[config.mk]
export PLATFORM = sky130hd
export DESIGN_NAME = qdpc_top
export DESIGN_NICKNAME = d
export VERILOG_FILES = /design/src/design/qdpc_pkg.sv /design/src/design/qdpc_sync.sv /design/src/design/qdpc_filter.sv /design/src/design/qdpc_top.sv
export SDC_FILE = /design/constraint.sdc
export NUM_CORES = 1
export LEC_CHECK = 0
export BUFFER_PORTS_ARGS = -buffer_cell sky130_fd_sc_hd__buf_2
export CAP_MARGIN = 10
export CORE_MARGIN = 2
export CORE_UTILIZATION = 30
export CTS_BUF_LIST = sky130_fd_sc_hd__clkbuf_4
export CTS_CLUSTER_DIAMETER = 120
export DETAILED_ROUTE_END_ITERATION = 7
export PLACE_DENSITY_LB_ADDON = 0.15
export SLEW_MARGIN = 20
export SYNTH_ARGS = -nofsm -noshare
export SYNTH_HDL_FRONTEND = slang
export SYNTH_SLANG_ARGS = --single-unit
[constraint.sdc]
create_clock -name SYS_CLK -period 3.4 [get_ports SYS_CLK]
set_input_delay 0.68 -clock SYS_CLK [delete_from_list [all_inputs] [get_ports SYS_CLK]]
set_output_delay 0.68 -clock SYS_CLK [all_outputs]
set_load 0.02 [all_outputs]
[src/design/qdpc_pkg.sv]
// Shared constants, codes and register map of the quad DAC pin control block.
// Assumes one 250 MHz system clock and an APB3 register port with 12-bit addresses.
package qdpc_pkg;

	// ------------------------------------------------------------------
	// Timing
	// ------------------------------------------------------------------
	localparam int CLK_PERIOD_NS = 4;
	localparam int SPIKE_NS      = 50;
	// Least stable time, rounded up to whole cycles
	localparam int SPIKE_CYC     = (SPIKE_NS + CLK_PERIOD_NS - 1) / CLK_PERIOD_NS;

	// ------------------------------------------------------------------
	// Serial word layout
	// ------------------------------------------------------------------
	localparam int         WORD_BITS   = 24;
	localparam int         WORD_CH_LSB = 16;
	localparam logic [3:0] BYTE_BITS   = 4'h8;
	localparam logic [1:0] LAST_BYTE   = 2'h2;
	// Upper slave address bits after reset; arbitrary value
	localparam logic [4:0] ADDR_HIGH_RST = 5'h0A;

	// ------------------------------------------------------------------
	// DAC codes
	// ------------------------------------------------------------------
	localparam logic [15:0] CODE_ZERO = 16'h0000; // [RL13]
	localparam logic [15:0] CODE_MID  = 16'h8000;
	localparam logic [15:0] CODE_FULL = 16'hFFFF; // [RL13]

	// ------------------------------------------------------------------
	// Register map and pin reset values
	// ------------------------------------------------------------------
	localparam int          APB_AW        = 12;
	localparam logic [11:0] OFS_CTRL      = 12'h000;
	localparam logic [11:0] OFS_STATUS    = 12'h004;
	localparam logic [11:0] OFS_DAC       = 12'h010;
	localparam logic [11:0] OFS_INREG     = 12'h020;
	localparam int          CTRL_LOAD_BIT = 8;
	// Bus lines idle high
	localparam logic [1:0]  BUS_RST       = 2'h3;
	// Load strobe idle high, reset pin seen active until synchronised
	localparam logic [5:0]  PIN_RST       = 6'h20;

	// Reset code picked by the reset-level strap
	function automatic logic [15:0] rst_code(input logic mid);
		return mid ? CODE_MID : CODE_ZERO;
	endfunction

endpackage

[src/design/qdpc_sync.sv]
// Two-flop synchroniser for slow pins and straps.
// Assumes inputs change far slower than the system clock.
`timescale 1ns/1ps
module qdpc_sync #(
	parameter int               WIDTH   = 1,
	parameter logic [WIDTH-1:0] RST_VAL = '0
) (
	// Clock and reset
	input  wire logic             clk,
	input  wire logic             rst_b,
	// Pins in, synchronised out
	input  wire logic [WIDTH-1:0] pin,
	output logic      [WIDTH-1:0] q
);

	typedef struct packed {
		logic [WIDTH-1:0] s1;
		logic [WIDTH-1:0] s2;
	} qdpc_sync_t;

	qdpc_sync_t s;
	qdpc_sync_t next_s;

	// First stage feeds only the second
	always_comb begin
		next_s    = s;
		next_s.s1 = pin;
		next_s.s2 = s.s1;
	end

	// State register
	always_ff @(posedge clk or negedge rst_b) begin
		if (!rst_b) begin
			s <= {RST_VAL, RST_VAL};
		end else begin
			s <= next_s;
		end
	end

	assign q = s.s2;

endmodule

[src/design/qdpc_filter.sv]
// Spike filter for the serial clock and data lines: sync, then stability count.
// Assumes pins are asynchronous to clk; a change is taken after STABLE equal samples.
`timescale 1ns/1ps
module qdpc_filter #(
	parameter int               WIDTH   = 2,
	parameter int               STABLE  = 13,
	parameter logic [WIDTH-1:0] RST_VAL = '1
) (
	// Clock and reset
	input  wire logic             clk,
	input  wire logic             rst_b,
	// Pins in, filtered levels out
	input  wire logic [WIDTH-1:0] pin,
	output logic      [WIDTH-1:0] q
);

	localparam int            CW   = $clog2(STABLE + 1);
	localparam logic [CW-1:0] LAST = CW'(STABLE - 1);

	typedef struct packed {
		logic [WIDTH-1:0]         s1;
		logic [WIDTH-1:0]         s2;
		logic [WIDTH-1:0]         q;
		logic [WIDTH-1:0][CW-1:0] cnt;
	} qdpc_flt_t;

	qdpc_flt_t s;
	qdpc_flt_t next_s;

	// Level must differ for STABLE cycles in a row before it is taken
	always_comb begin
		next_s    = s;
		next_s.s1 = pin;
		next_s.s2 = s.s1;
		for (int i = 0; i < WIDTH; i++) begin
			if (s.s2[i] == s.q[i]) begin
				next_s.cnt[i] = '0;
			end else if (s.cnt[i] == LAST) begin
				next_s.q[i]   = s.s2[i]; // [RL12]
				next_s.cnt[i] = '0;
			end else begin
				next_s.cnt[i] = s.cnt[i] + 1'b1;
			end
		end
	end

	// State register
	always_ff @(posedge clk or negedge rst_b) begin
		if (!rst_b) begin
			s <= {RST_VAL, RST_VAL, RST_VAL, {(WIDTH * CW){1'b0}}};
		end else begin
			s <= next_s;
		end
	end

	assign q = s.q;
endmodule

[src/design/qdpc_top.sv]
// Quad DAC pin control: two-wire slave, input and DAC registers, load strobe,
// reset pin and straps, with an APB3 port for readback and control.
// Assumes APB on SYS_CLK, all device pins asynchronous, SDA pulled up outside.
//
// How it works
// [RL1] Bits move through a 24-bit shift register
// [RL2] SDA only pulled low, otherwise released
// [RL3] Load strobe copies pending inputs to all DACs
// [RL4] Async strobe mode, sync mode, or tied low
// [RL5] Address bits 0 and 1 from straps
// [RL6] Reset pin low loads zero or midscale
// [RL7] Load strobe ignored while reset pin low
// [RL8] Initialisation completes only after reset release
// [RL9] Power-up value zero or midscale by strap
// [RL10] Gain strap sets span of all channels
// [RL11] One write word carries 24 bits
// [RL12] Spikes under 50 ns never seen as edges
// [RL13] Zero code all zeros, full all ones
// [RL14] Initial value holds until write or load
//
// The implementer's own choices: the APB interface to the registers and the placing of the registers.
`timescale 1ns/1ps
module qdpc_top #(
	parameter int NCH = 4,
	parameter int DW  = 16
) (
	// Clock and reset
	input  wire logic                          SYS_CLK,
	input  wire logic                          RST_B,
	// APB slave
	input  wire logic                          PSEL,
	input  wire logic                          PENABLE,
	input  wire logic                          PWRITE,
	input  wire logic [qdpc_pkg::APB_AW-1:0]   PADDR,
	input  wire logic [31:0]                   PWDATA,
	output logic      [31:0]                   PRDATA,
	output logic                               PREADY,
	output logic                               PSLVERR,
	// Two-wire bus
	input  wire logic                          SCL_IN,
	input  wire logic                          SDA_IN,
	output logic                               SDA_OUT,
	output logic                               SDA_OE_N,
	// Control pins and straps
	input  wire logic                          LOAD_STROBE_N,
	input  wire logic                          DAC_RESET_N,
	input  wire logic                          RESET_LEVEL_SELECT,
	input  wire logic                          GAIN_SEL,
	input  wire logic                          ADDR_STRAP_BIT1,
	input  wire logic                          ADDR_STRAP_BIT0,
	// Converter side
	output logic      [NCH-1:0][DW-1:0]        DAC_CODE,
	output logic                               GAIN_SPAN
);

	localparam int CHW = $clog2(NCH);

	// ------------------------------------------------------------------
	// State
	// ------------------------------------------------------------------
	typedef enum logic [5:0] {
		QDPC_IDLE = 6'h01,
		QDPC_ADDR = 6'h02,
		QDPC_ACK  = 6'h04,
		QDPC_RX   = 6'h08,
		QDPC_TX   = 6'h10,
		QDPC_MACK = 6'h20
	} qdpc_st_t;

	typedef struct packed {
		qdpc_st_t                   st;
		logic                       scl_q;
		logic                       sda_q;
		logic [3:0]                 bitcnt;
		logic [1:0]                 bytecnt;
		logic [7:0]                 sh;
		logic [qdpc_pkg::WORD_BITS-1:0] rxw;
		logic [qdpc_pkg::WORD_BITS-1:0] txw;
		logic                       rw;
		logic                       sda_low;
		logic                       wvalid;
		logic [NCH-1:0][DW-1:0]     dac;
		logic [NCH-1:0][DW-1:0]     inreg;
		logic [NCH-1:0]             pend;
		logic                       init_done;
		logic                       load_strobe_n_q;
		logic                       gain;
		logic [4:0]                 addr_high;
		logic [CHW-1:0]             rd_ch;
		logic                       pready;
		logic                       pslverr;
		logic [31:0]                prdata;
		logic                       sda_oe_n;
	} qdpc_state_t;

	qdpc_state_t s;
	qdpc_state_t next_s;

	logic [1:0]     bus_f;
	logic [5:0]     pin_f;
	logic           scl_f;
	logic           sda_f;
	logic           load_strobe_n_f;
	logic           rpin_f;
	logic           reset_level_select_f;
	logic           gain_f;
	logic [6:0]     slave_addr;
	logic           scl_rise;
	logic           scl_fall;
	logic           bus_start;
	logic           bus_stop;
	logic           load_strobe_n_fall;
	logic           apb_setup;
	logic           apb_wr;
	logic           soft_load;
	logic           in_dac;
	logic           in_inreg;
	logic [CHW-1:0] a_idx;
	logic [CHW-1:0] w_ch;
	logic [DW-1:0]  w_data;

	// ------------------------------------------------------------------
	// Pin conditioning
	// ------------------------------------------------------------------
	// Bus lines need the spike filter; strobe and straps only a sync
	qdpc_filter #(
		.WIDTH   (2),
		.STABLE  (qdpc_pkg::SPIKE_CYC),
		.RST_VAL (qdpc_pkg::BUS_RST)
	) u_bus_filter (
		.clk   (SYS_CLK),
		.rst_b (RST_B),
		.pin   ({SCL_IN, SDA_IN}),
		.q     (bus_f)
	);

	qdpc_sync #(
		.WIDTH   (6),
		.RST_VAL (qdpc_pkg::PIN_RST)
	) u_pin_sync (
		.clk   (SYS_CLK),
		.rst_b (RST_B),
		.pin   ({LOAD_STROBE_N, DAC_RESET_N, RESET_LEVEL_SELECT, GAIN_SEL,
		         ADDR_STRAP_BIT1, ADDR_STRAP_BIT0}),
		.q     (pin_f)
	);

	// Named levels and edges
	assign scl_f      = bus_f[1];
	assign sda_f      = bus_f[0];
	assign load_strobe_n_f     = pin_f[5];
	assign rpin_f     = pin_f[4];
	assign reset_level_select_f   = pin_f[3];
	assign gain_f     = pin_f[2];
	assign slave_addr = {s.addr_high, pin_f[1], pin_f[0]}; // [RL5]
	assign scl_rise   = !s.scl_q && scl_f;
	assign scl_fall   = s.scl_q && !scl_f;
	assign bus_start  = scl_f && s.scl_q && s.sda_q && !sda_f;
	assign bus_stop   = scl_f && s.scl_q && !s.sda_q && sda_f;
	assign load_strobe_n_fall  = s.load_strobe_n_q && !load_strobe_n_f;

	// APB decode; stride of one word per channel
	assign apb_setup = PSEL && !PENABLE;
	assign apb_wr    = PSEL && PENABLE && s.pready && PWRITE && !s.pslverr;
	assign soft_load = apb_wr && (PADDR == qdpc_pkg::OFS_CTRL) && PWDATA[qdpc_pkg::CTRL_LOAD_BIT];
	assign in_dac    = (PADDR[11:4] == qdpc_pkg::OFS_DAC[11:4]) && (PADDR[1:0] == 2'h0);
	assign in_inreg  = (PADDR[11:4] == qdpc_pkg::OFS_INREG[11:4]) && (PADDR[1:0] == 2'h0);
	assign a_idx     = PADDR[CHW+1:2];
	assign w_ch      = s.rxw[qdpc_pkg::WORD_CH_LSB +: CHW];
	assign w_data    = s.rxw[DW-1:0];

	// ------------------------------------------------------------------
	// Next state
	// ------------------------------------------------------------------
	always_comb begin
		next_s          = s;
		next_s.scl_q    = scl_f;
		next_s.sda_q    = sda_f;
		next_s.wvalid   = 1'b0;
		next_s.load_strobe_n_q   = load_strobe_n_f;
		next_s.gain     = gain_f; // [RL10]
		next_s.sda_oe_n = !s.sda_low; // [RL2]

		// Two-wire slave; a stop drops any partial word
		if (bus_start) begin
			next_s.st      = QDPC_ADDR;
			next_s.bitcnt  = '0;
			next_s.bytecnt = '0;
			next_s.sda_low = 1'b0;
		end else if (bus_stop) begin
			next_s.st      = QDPC_IDLE;
			next_s.sda_low = 1'b0;
		end else begin
			case (s.st)
				QDPC_ADDR, QDPC_RX: begin
					if (scl_rise) begin
						next_s.sh     = {s.sh[6:0], sda_f}; // [RL1]
						next_s.bitcnt = s.bitcnt + 1'b1;
					end else if (scl_fall && s.bitcnt == qdpc_pkg::BYTE_BITS) begin
						if (s.st == QDPC_ADDR) begin
							if (s.sh[7:1] == slave_addr) begin
								next_s.sda_low = 1'b1; // [RL2]
								next_s.rw      = s.sh[0];
								next_s.txw     = '0;
								next_s.txw[DW-1:0] = s.dac[s.rd_ch];
								next_s.txw[qdpc_pkg::WORD_CH_LSB +: CHW] = s.rd_ch;
								next_s.st      = QDPC_ACK;
							end else begin
								next_s.st = QDPC_IDLE;
							end
						end else begin
							next_s.rxw     = {s.rxw[15:0], s.sh}; // [RL1]
							next_s.sda_low = 1'b1;
							next_s.st      = QDPC_ACK;
							// Third byte closes the word
							if (s.bytecnt == qdpc_pkg::LAST_BYTE) begin
								next_s.wvalid  = 1'b1; // [RL11]
								next_s.bytecnt = '0;
							end else begin
								next_s.bytecnt = s.bytecnt + 1'b1;
							end
						end
					end
				end
				QDPC_ACK: begin
					if (scl_fall && s.rw) begin
						next_s.sda_low = !s.txw[23];
						next_s.txw     = {s.txw[22:0], 1'b0};
						next_s.bitcnt  = 4'h1;
						next_s.st      = QDPC_TX;
					end else if (scl_fall) begin
						next_s.sda_low = 1'b0;
						next_s.bitcnt  = '0;
						next_s.st      = QDPC_RX;
					end
				end
				QDPC_TX: begin
					if (scl_fall && s.bitcnt == qdpc_pkg::BYTE_BITS) begin
						next_s.sda_low = 1'b0;
						next_s.st      = QDPC_MACK;
					end else if (scl_fall) begin
						next_s.sda_low = !s.txw[23]; // [RL2]
						next_s.txw     = {s.txw[22:0], 1'b0};
						next_s.bitcnt  = s.bitcnt + 1'b1;
					end
				end
				QDPC_MACK: begin
					// Master's not-acknowledge ends the read
					if (scl_rise && sda_f) begin
						next_s.st = QDPC_IDLE;
					end else if (scl_fall) begin
						next_s.sda_low = !s.txw[23];
						next_s.txw     = {s.txw[22:0], 1'b0};
						next_s.bitcnt  = 4'h1;
						next_s.st      = QDPC_TX;
					end
				end
				default: begin
					next_s.st = QDPC_IDLE;
				end
			endcase
		end

		// APB: answer in the cycle after setup, zero wait states
		next_s.pready  = apb_setup;
		next_s.pslverr = 1'b0;
		next_s.prdata  = '0;
		if (apb_setup) begin
			if (PADDR == qdpc_pkg::OFS_CTRL) begin
				next_s.prdata[4:0] = s.addr_high;
			end else if (PADDR == qdpc_pkg::OFS_STATUS) begin
				next_s.prdata[NCH+4:0] = {s.st != QDPC_IDLE, !rpin_f, reset_level_select_f, s.gain,
				                          s.init_done, s.pend};
			end else if (in_dac) begin
				next_s.prdata[DW-1:0] = s.dac[a_idx];
			end else if (in_inreg) begin
				next_s.prdata[DW-1:0] = s.inreg[a_idx];
			end else begin
				next_s.pslverr = 1'b1;
			end
		end
		if (apb_wr && PADDR == qdpc_pkg::OFS_CTRL) begin
			next_s.addr_high = PWDATA[4:0];
		end

		// Data registers; reset pin wins over strobe and writes
		if (!rpin_f) begin
			for (int i = 0; i < NCH; i++) begin
				next_s.inreg[i] = qdpc_pkg::rst_code(reset_level_select_f); // [RL6]
				next_s.dac[i]   = qdpc_pkg::rst_code(reset_level_select_f); // [RL6]
			end
			next_s.pend = '0; // [RL7]
		end else if (!s.init_done) begin
			// First cycle out of reset: strap value, then hold
			for (int i = 0; i < NCH; i++) begin
				next_s.inreg[i] = qdpc_pkg::rst_code(reset_level_select_f); // [RL9]
				next_s.dac[i]   = qdpc_pkg::rst_code(reset_level_select_f); // [RL9]
			end
			next_s.pend      = '0; // [RL14]
			next_s.init_done = 1'b1; // [RL8]
		end else begin
			if (load_strobe_n_fall || soft_load) begin
				for (int i = 0; i < NCH; i++) begin
					if (s.pend[i]) begin
						next_s.dac[i] = s.inreg[i]; // [RL3]
					end
				end
				next_s.pend = '0;
			end
			// A word landing with a software load keeps its own pending bit; with a strobe fall it goes straight to its DAC
			if (s.wvalid) begin
				next_s.inreg[w_ch] = w_data;
				next_s.rd_ch       = w_ch;
				if (!load_strobe_n_f) begin
					next_s.dac[w_ch]  = w_data; // [RL4]
					next_s.pend[w_ch] = 1'b0;
				end else begin
					next_s.pend[w_ch] = 1'b1; // [RL4]
				end
			end
		end
	end

	// ------------------------------------------------------------------
	// State register
	// ------------------------------------------------------------------
	always_ff @(posedge SYS_CLK or negedge RST_B) begin
		if (!RST_B) begin
			s           <= '0;
			s.st        <= QDPC_IDLE;
			s.scl_q     <= 1'b1;
			s.sda_q     <= 1'b1;
			s.load_strobe_n_q    <= 1'b1;
			s.sda_oe_n  <= 1'b1;
			s.addr_high <= qdpc_pkg::ADDR_HIGH_RST;
		end else begin
			s <= next_s;
		end
	end

	// Outputs straight from the state register, SDA_OUT tied low
	assign PRDATA    = s.prdata;
	assign PREADY    = s.pready;
	assign PSLVERR   = s.pslverr;
	assign SDA_OUT   = 1'b0;
	assign SDA_OE_N  = s.sda_oe_n;
	assign DAC_CODE  = s.dac;
	assign GAIN_SPAN = s.gain;
endmodule

==> Implementation_results.wiki <==
{| class="wikitable"
! Metric !! Value
|-
| Vias in the first global route || 9953
|-
| Maximum cell stage delay along the critical path || 0.55 ns
|-
| #FFs+latches synth || 254
|-
| Data arrival time of the critical path || 3.25 ns
|-
| Commonest non-fill, non-tap cell in the layout || sky130_fd_sc_hd__dfrtp_1
|-
| Max-capacitance violation count || 0
|-
| Die Y-Extent || 213 um
|-
| Sequential share of the synthesized area || 0.485
|-
| Share of final-layout standard cells stronger than drive strength 1 || 0.283
|-
| Number of enable-type register cells in the synthesized netlist || 0
|-
| Starting density of the core || 0.305
|-
| Vias/cell || 4.98
|-
| Remaining number of nets flagged by the antenna check after routing || 0
|-
| Routability congestion estimate from global placement || 0.827
|-
| Top cells by area in the synthesized netlist || sky130_fd_sc_hd__dfrtp_1 45%, sky130_fd_sc_hd__mux4_2 8.2%, sky130_fd_sc_hd__buf_4 5.9%
|-
| WL/cell || 21.9 um
|-
| Net load switching power || 1.58 mW
|-
| Count of buffers from port buffering || 114
|-
| Number of buffers created by CTS || 75
|-
| Post-synthesis cell type count || 73
|-
| Largest clock skew in the final design || 0.0425 ns
|-
| Crit path cell chain || or3_1, nor3_1, a31oi_1, o211ai_2, buf_4, a22oi_1, nand2_1
|-
| Status || complete, no violations
|-
| Cell-internal power || 4.59 mW
|-
| Clock Sink Count || 254
|-
| Share of flip-flops with an asynchronous set or reset after synthesis || 1.00
|-
| Power Dens Cells || 420 nW/um^2
|-
| CTS clk-pin slew, worst paths || 0.06 ns
|-
| Commonest register cell after synthesis || sky130_fd_sc_hd__dfrtp_1
|-
| Post-layout min period || 2.61 ns
|-
| Filler-free cell count of the finished design || 1940
|-
| Worst hold path type || input pin to register
|-
| Syn Std Cell Area || 13100 um^2
|-
| Global-route wire length before repair || 64.1 mm
|-
| Ys Warns || 0
|-
| Skew-Pair Late Insertion Delay || 0.74 ns
|-
| DIE AREA || 45500 um^2
|-
| Global-route congestion overflow total || 0
|-
| Number of levels in the clock H-tree || 3
|-
| Slew HR || 0.329
|-
| Share of power burned in the clock network || 0.454
|-
| Placed cell count || 1800
|-
| Number of buffers inserted to repair setup after CTS || 0
|-
| Total of endpoints with negative setup slack in the final report || 0
|-
| Io pins || 158
|-
| Overall routed net length || 42.4 mm
|-
| Clock root buffer || sky130_fd_sc_hd__clkbuf_4
|-
| Bufs on Longest Clock Path || 3
|-
| Number of nets in the finished design || 1364
|-
| Fin. max-slew vios || 0
|-
| Fraction of the cycle the final worst path needs || 0.766
|-
| CP bufs+invs || 1
|-
| Post-synthesis cell type with the largest combined area || sky130_fd_sc_hd__dfrtp_1
|-
| Initial antenna violation count || 1
|-
| Number of hold-slack violations in the final timing report || 0
|-
| CTS tree || built
|-
| Detailed-placement wirelength estimate || 28.2 mm
|-
| Maximum VDD drop || 0.172 mV
|-
| Endpoint type of the worst setup path || register
|-
| Fmax achieved || 0.384 GHz
|-
| Pin count of the biggest net entering global routing || 71
|-
| DR DRC count || 0
|-
| Reg power frac || 0.499
|-
| Setup CP Type || register to register
|-
| Proportion of power drawn by combinational gates || 0.047
|-
| Width of the chip || 213 um
|-
| Highest-count cells in the layout ignoring fill and taps || 239 x sky130_fd_sc_hd__dfrtp_1, 183 x sky130_fd_sc_hd__nand2_1, 148 x sky130_fd_sc_hd__a21oi_1, 113 x sky130_fd_sc_hd__buf_2, 100 x sky130_fd_sc_hd__clkbuf_4
|-
| Kind of cell adding the most delay to the critical path || simple AND/OR/NAND/NOR gates
|-
| Summed negative setup slack over all endpoints || 0 ns
|-
| Share of the synthesized area in the top cell type || 0.455
|-
| Kind of launch point of the worst setup path || register
|-
| Finished Core Util || 0.340
|-
| Number of detailed-route iterations in the first pass || 5
|-
| Transition time at the pin with the least slew margin || 1.00 ns
|-
| Switching share of power || 0.256
|-
| Synthesized instance count || 1240
|-
| Critical path peak fanout || 19
|-
| Site row count || 76
|-
| Required arrival time at the worst endpoint || 4.04 ns
|-
| Setup repair after global routing missed its margin || no
|-
| Area growth from synthesis to final layout || 11.7%
|-
| Worst Hold Margin || 0.185 ns
|-
| Overall fraction of global-route tracks in use || 0.191
|-
| Initial drt markers || 707
|-
| Total via count in the routed design || 9669
|-
| Slowest cell on crit path || sky130_fd_sc_hd__dfrtp_1
|-
| Synthesized area per cell || 10.6 um^2
|-
| Leak pwr || 6.94 nW
|-
| Floorplan core area || 43200 um^2
|}
-- synth_stat cells (all sizes together), types with 6 or more instances --
cell type / number
xnor2: 11
nand2b: 6
mux2i: 70
ha: 6
a21oi: 148
clkbuf: 61
nor2b: 9
nand2: 188
inv: 13
dfrtp: 239
and2: 9
nor2: 33
mux4: 48
a22o: 8
o21ai: 73
mux2: 38
nor4: 6
o22ai: 9
buf: 127
dfstp: 15
nor3: 12
a22oi: 23
nand3: 17
-- stage by stage --
step	power [mW]	instance area, um^2	worst slack [ns]
final	6.17	14700	0.794
after global routing	6.50	14700	0.591
after CTS	6.31	14700	0.787
after detailed placement	3.42	13700	0.518
after global placement	3.42	13700	0.524
after floorplan	3.28	13200	1.09
-- metal layers --
| metal | part of all wire | track usage |
|---|---|---|
| met5 | 0 | 0 |
| met4 | 0.018 | 0.0623 |
| met3 | 0.053 | 0.0381 |
| met1 | 0.45 | 0.255 |
| met2 | 0.48 | 0.311 |
-- timing repair --
action	in CTS	in global routing
hold buffers	9	0
resized for setup	0	0
endpoints found under the setup margin	0	0
hold endpoints to repair	73	0
-- cells by family (layout without fill, tap and decap cells) --
family | count (synthesis) | in the layout | share of synthesized area
adder cells (fa/ha/maj) | 6 | 6 | 0.00571
multiplexers | 156 | 156 | 0.168
AND/OR/NAND/NOR | 317 | 317 | 0.114
AO/OA/AOI/OAI | 292 | 292 | 0.129
other | 1 | 18 | 0.000285
flip-flops | 254 | 254 | 0.485
buffers and inverters | 201 | 299 | 0.0897
XOR/XNOR | 13 | 13 | 0.00866
-- registers in the layout, indices dropped and copies added (netlist names), 2 cells and up --
register	cells
DAC_CODE	64
PRDATA	16
s	144
u_bus_filter.next_s	2
u_bus_filter.q	2
u_bus_filter.s	10
u_pin_sync.next_s	6
u_pin_sync.q	6
-- worst paths after layout --
kind,startpoint,endpoint,slack (ns),depth (start not counted)
max in group asynchronous,RST_B,SDA_OE_N,2.01,3
setup / recovery,s[246],s[190],0.79,7
hold / removal,PWDATA[1],s[38],0.19,2
setup reg to reg,s[246],s[190],0.79,7
min in group asynchronous,RST_B,s[104],0.54,2
hold reg to reg,u_pin_sync.next_s[1],u_pin_sync.q[1],0.35,0
-- power by group through the flow --
stage,combinational [mW],clock [mW],sequential [mW]
after detailed placement,0.289,0,3.13
after floorplan,0.158,0,3.13
final,0.289,2.80,3.08
after CTS,0.297,2.93,3.08
after global placement,0.287,0,3.13
after global routing,0.323,3.10,3.08
-- layout make-up --
class | count | area, um^2
Inverter | 13 | 48.8
Timing Repair Buffer | 156 | 968
Antenna cell | 1 | 2.50
Tap cell | 585 | 732
Fill cell | 4472 | 28500
Multi-Input combinational cell | 801 | 5660
Clock buffer | 100 | 751
Sequential cell | 254 | 6370
Clock inverter | 30 | 146
Power figures use the tool's default switching activity.
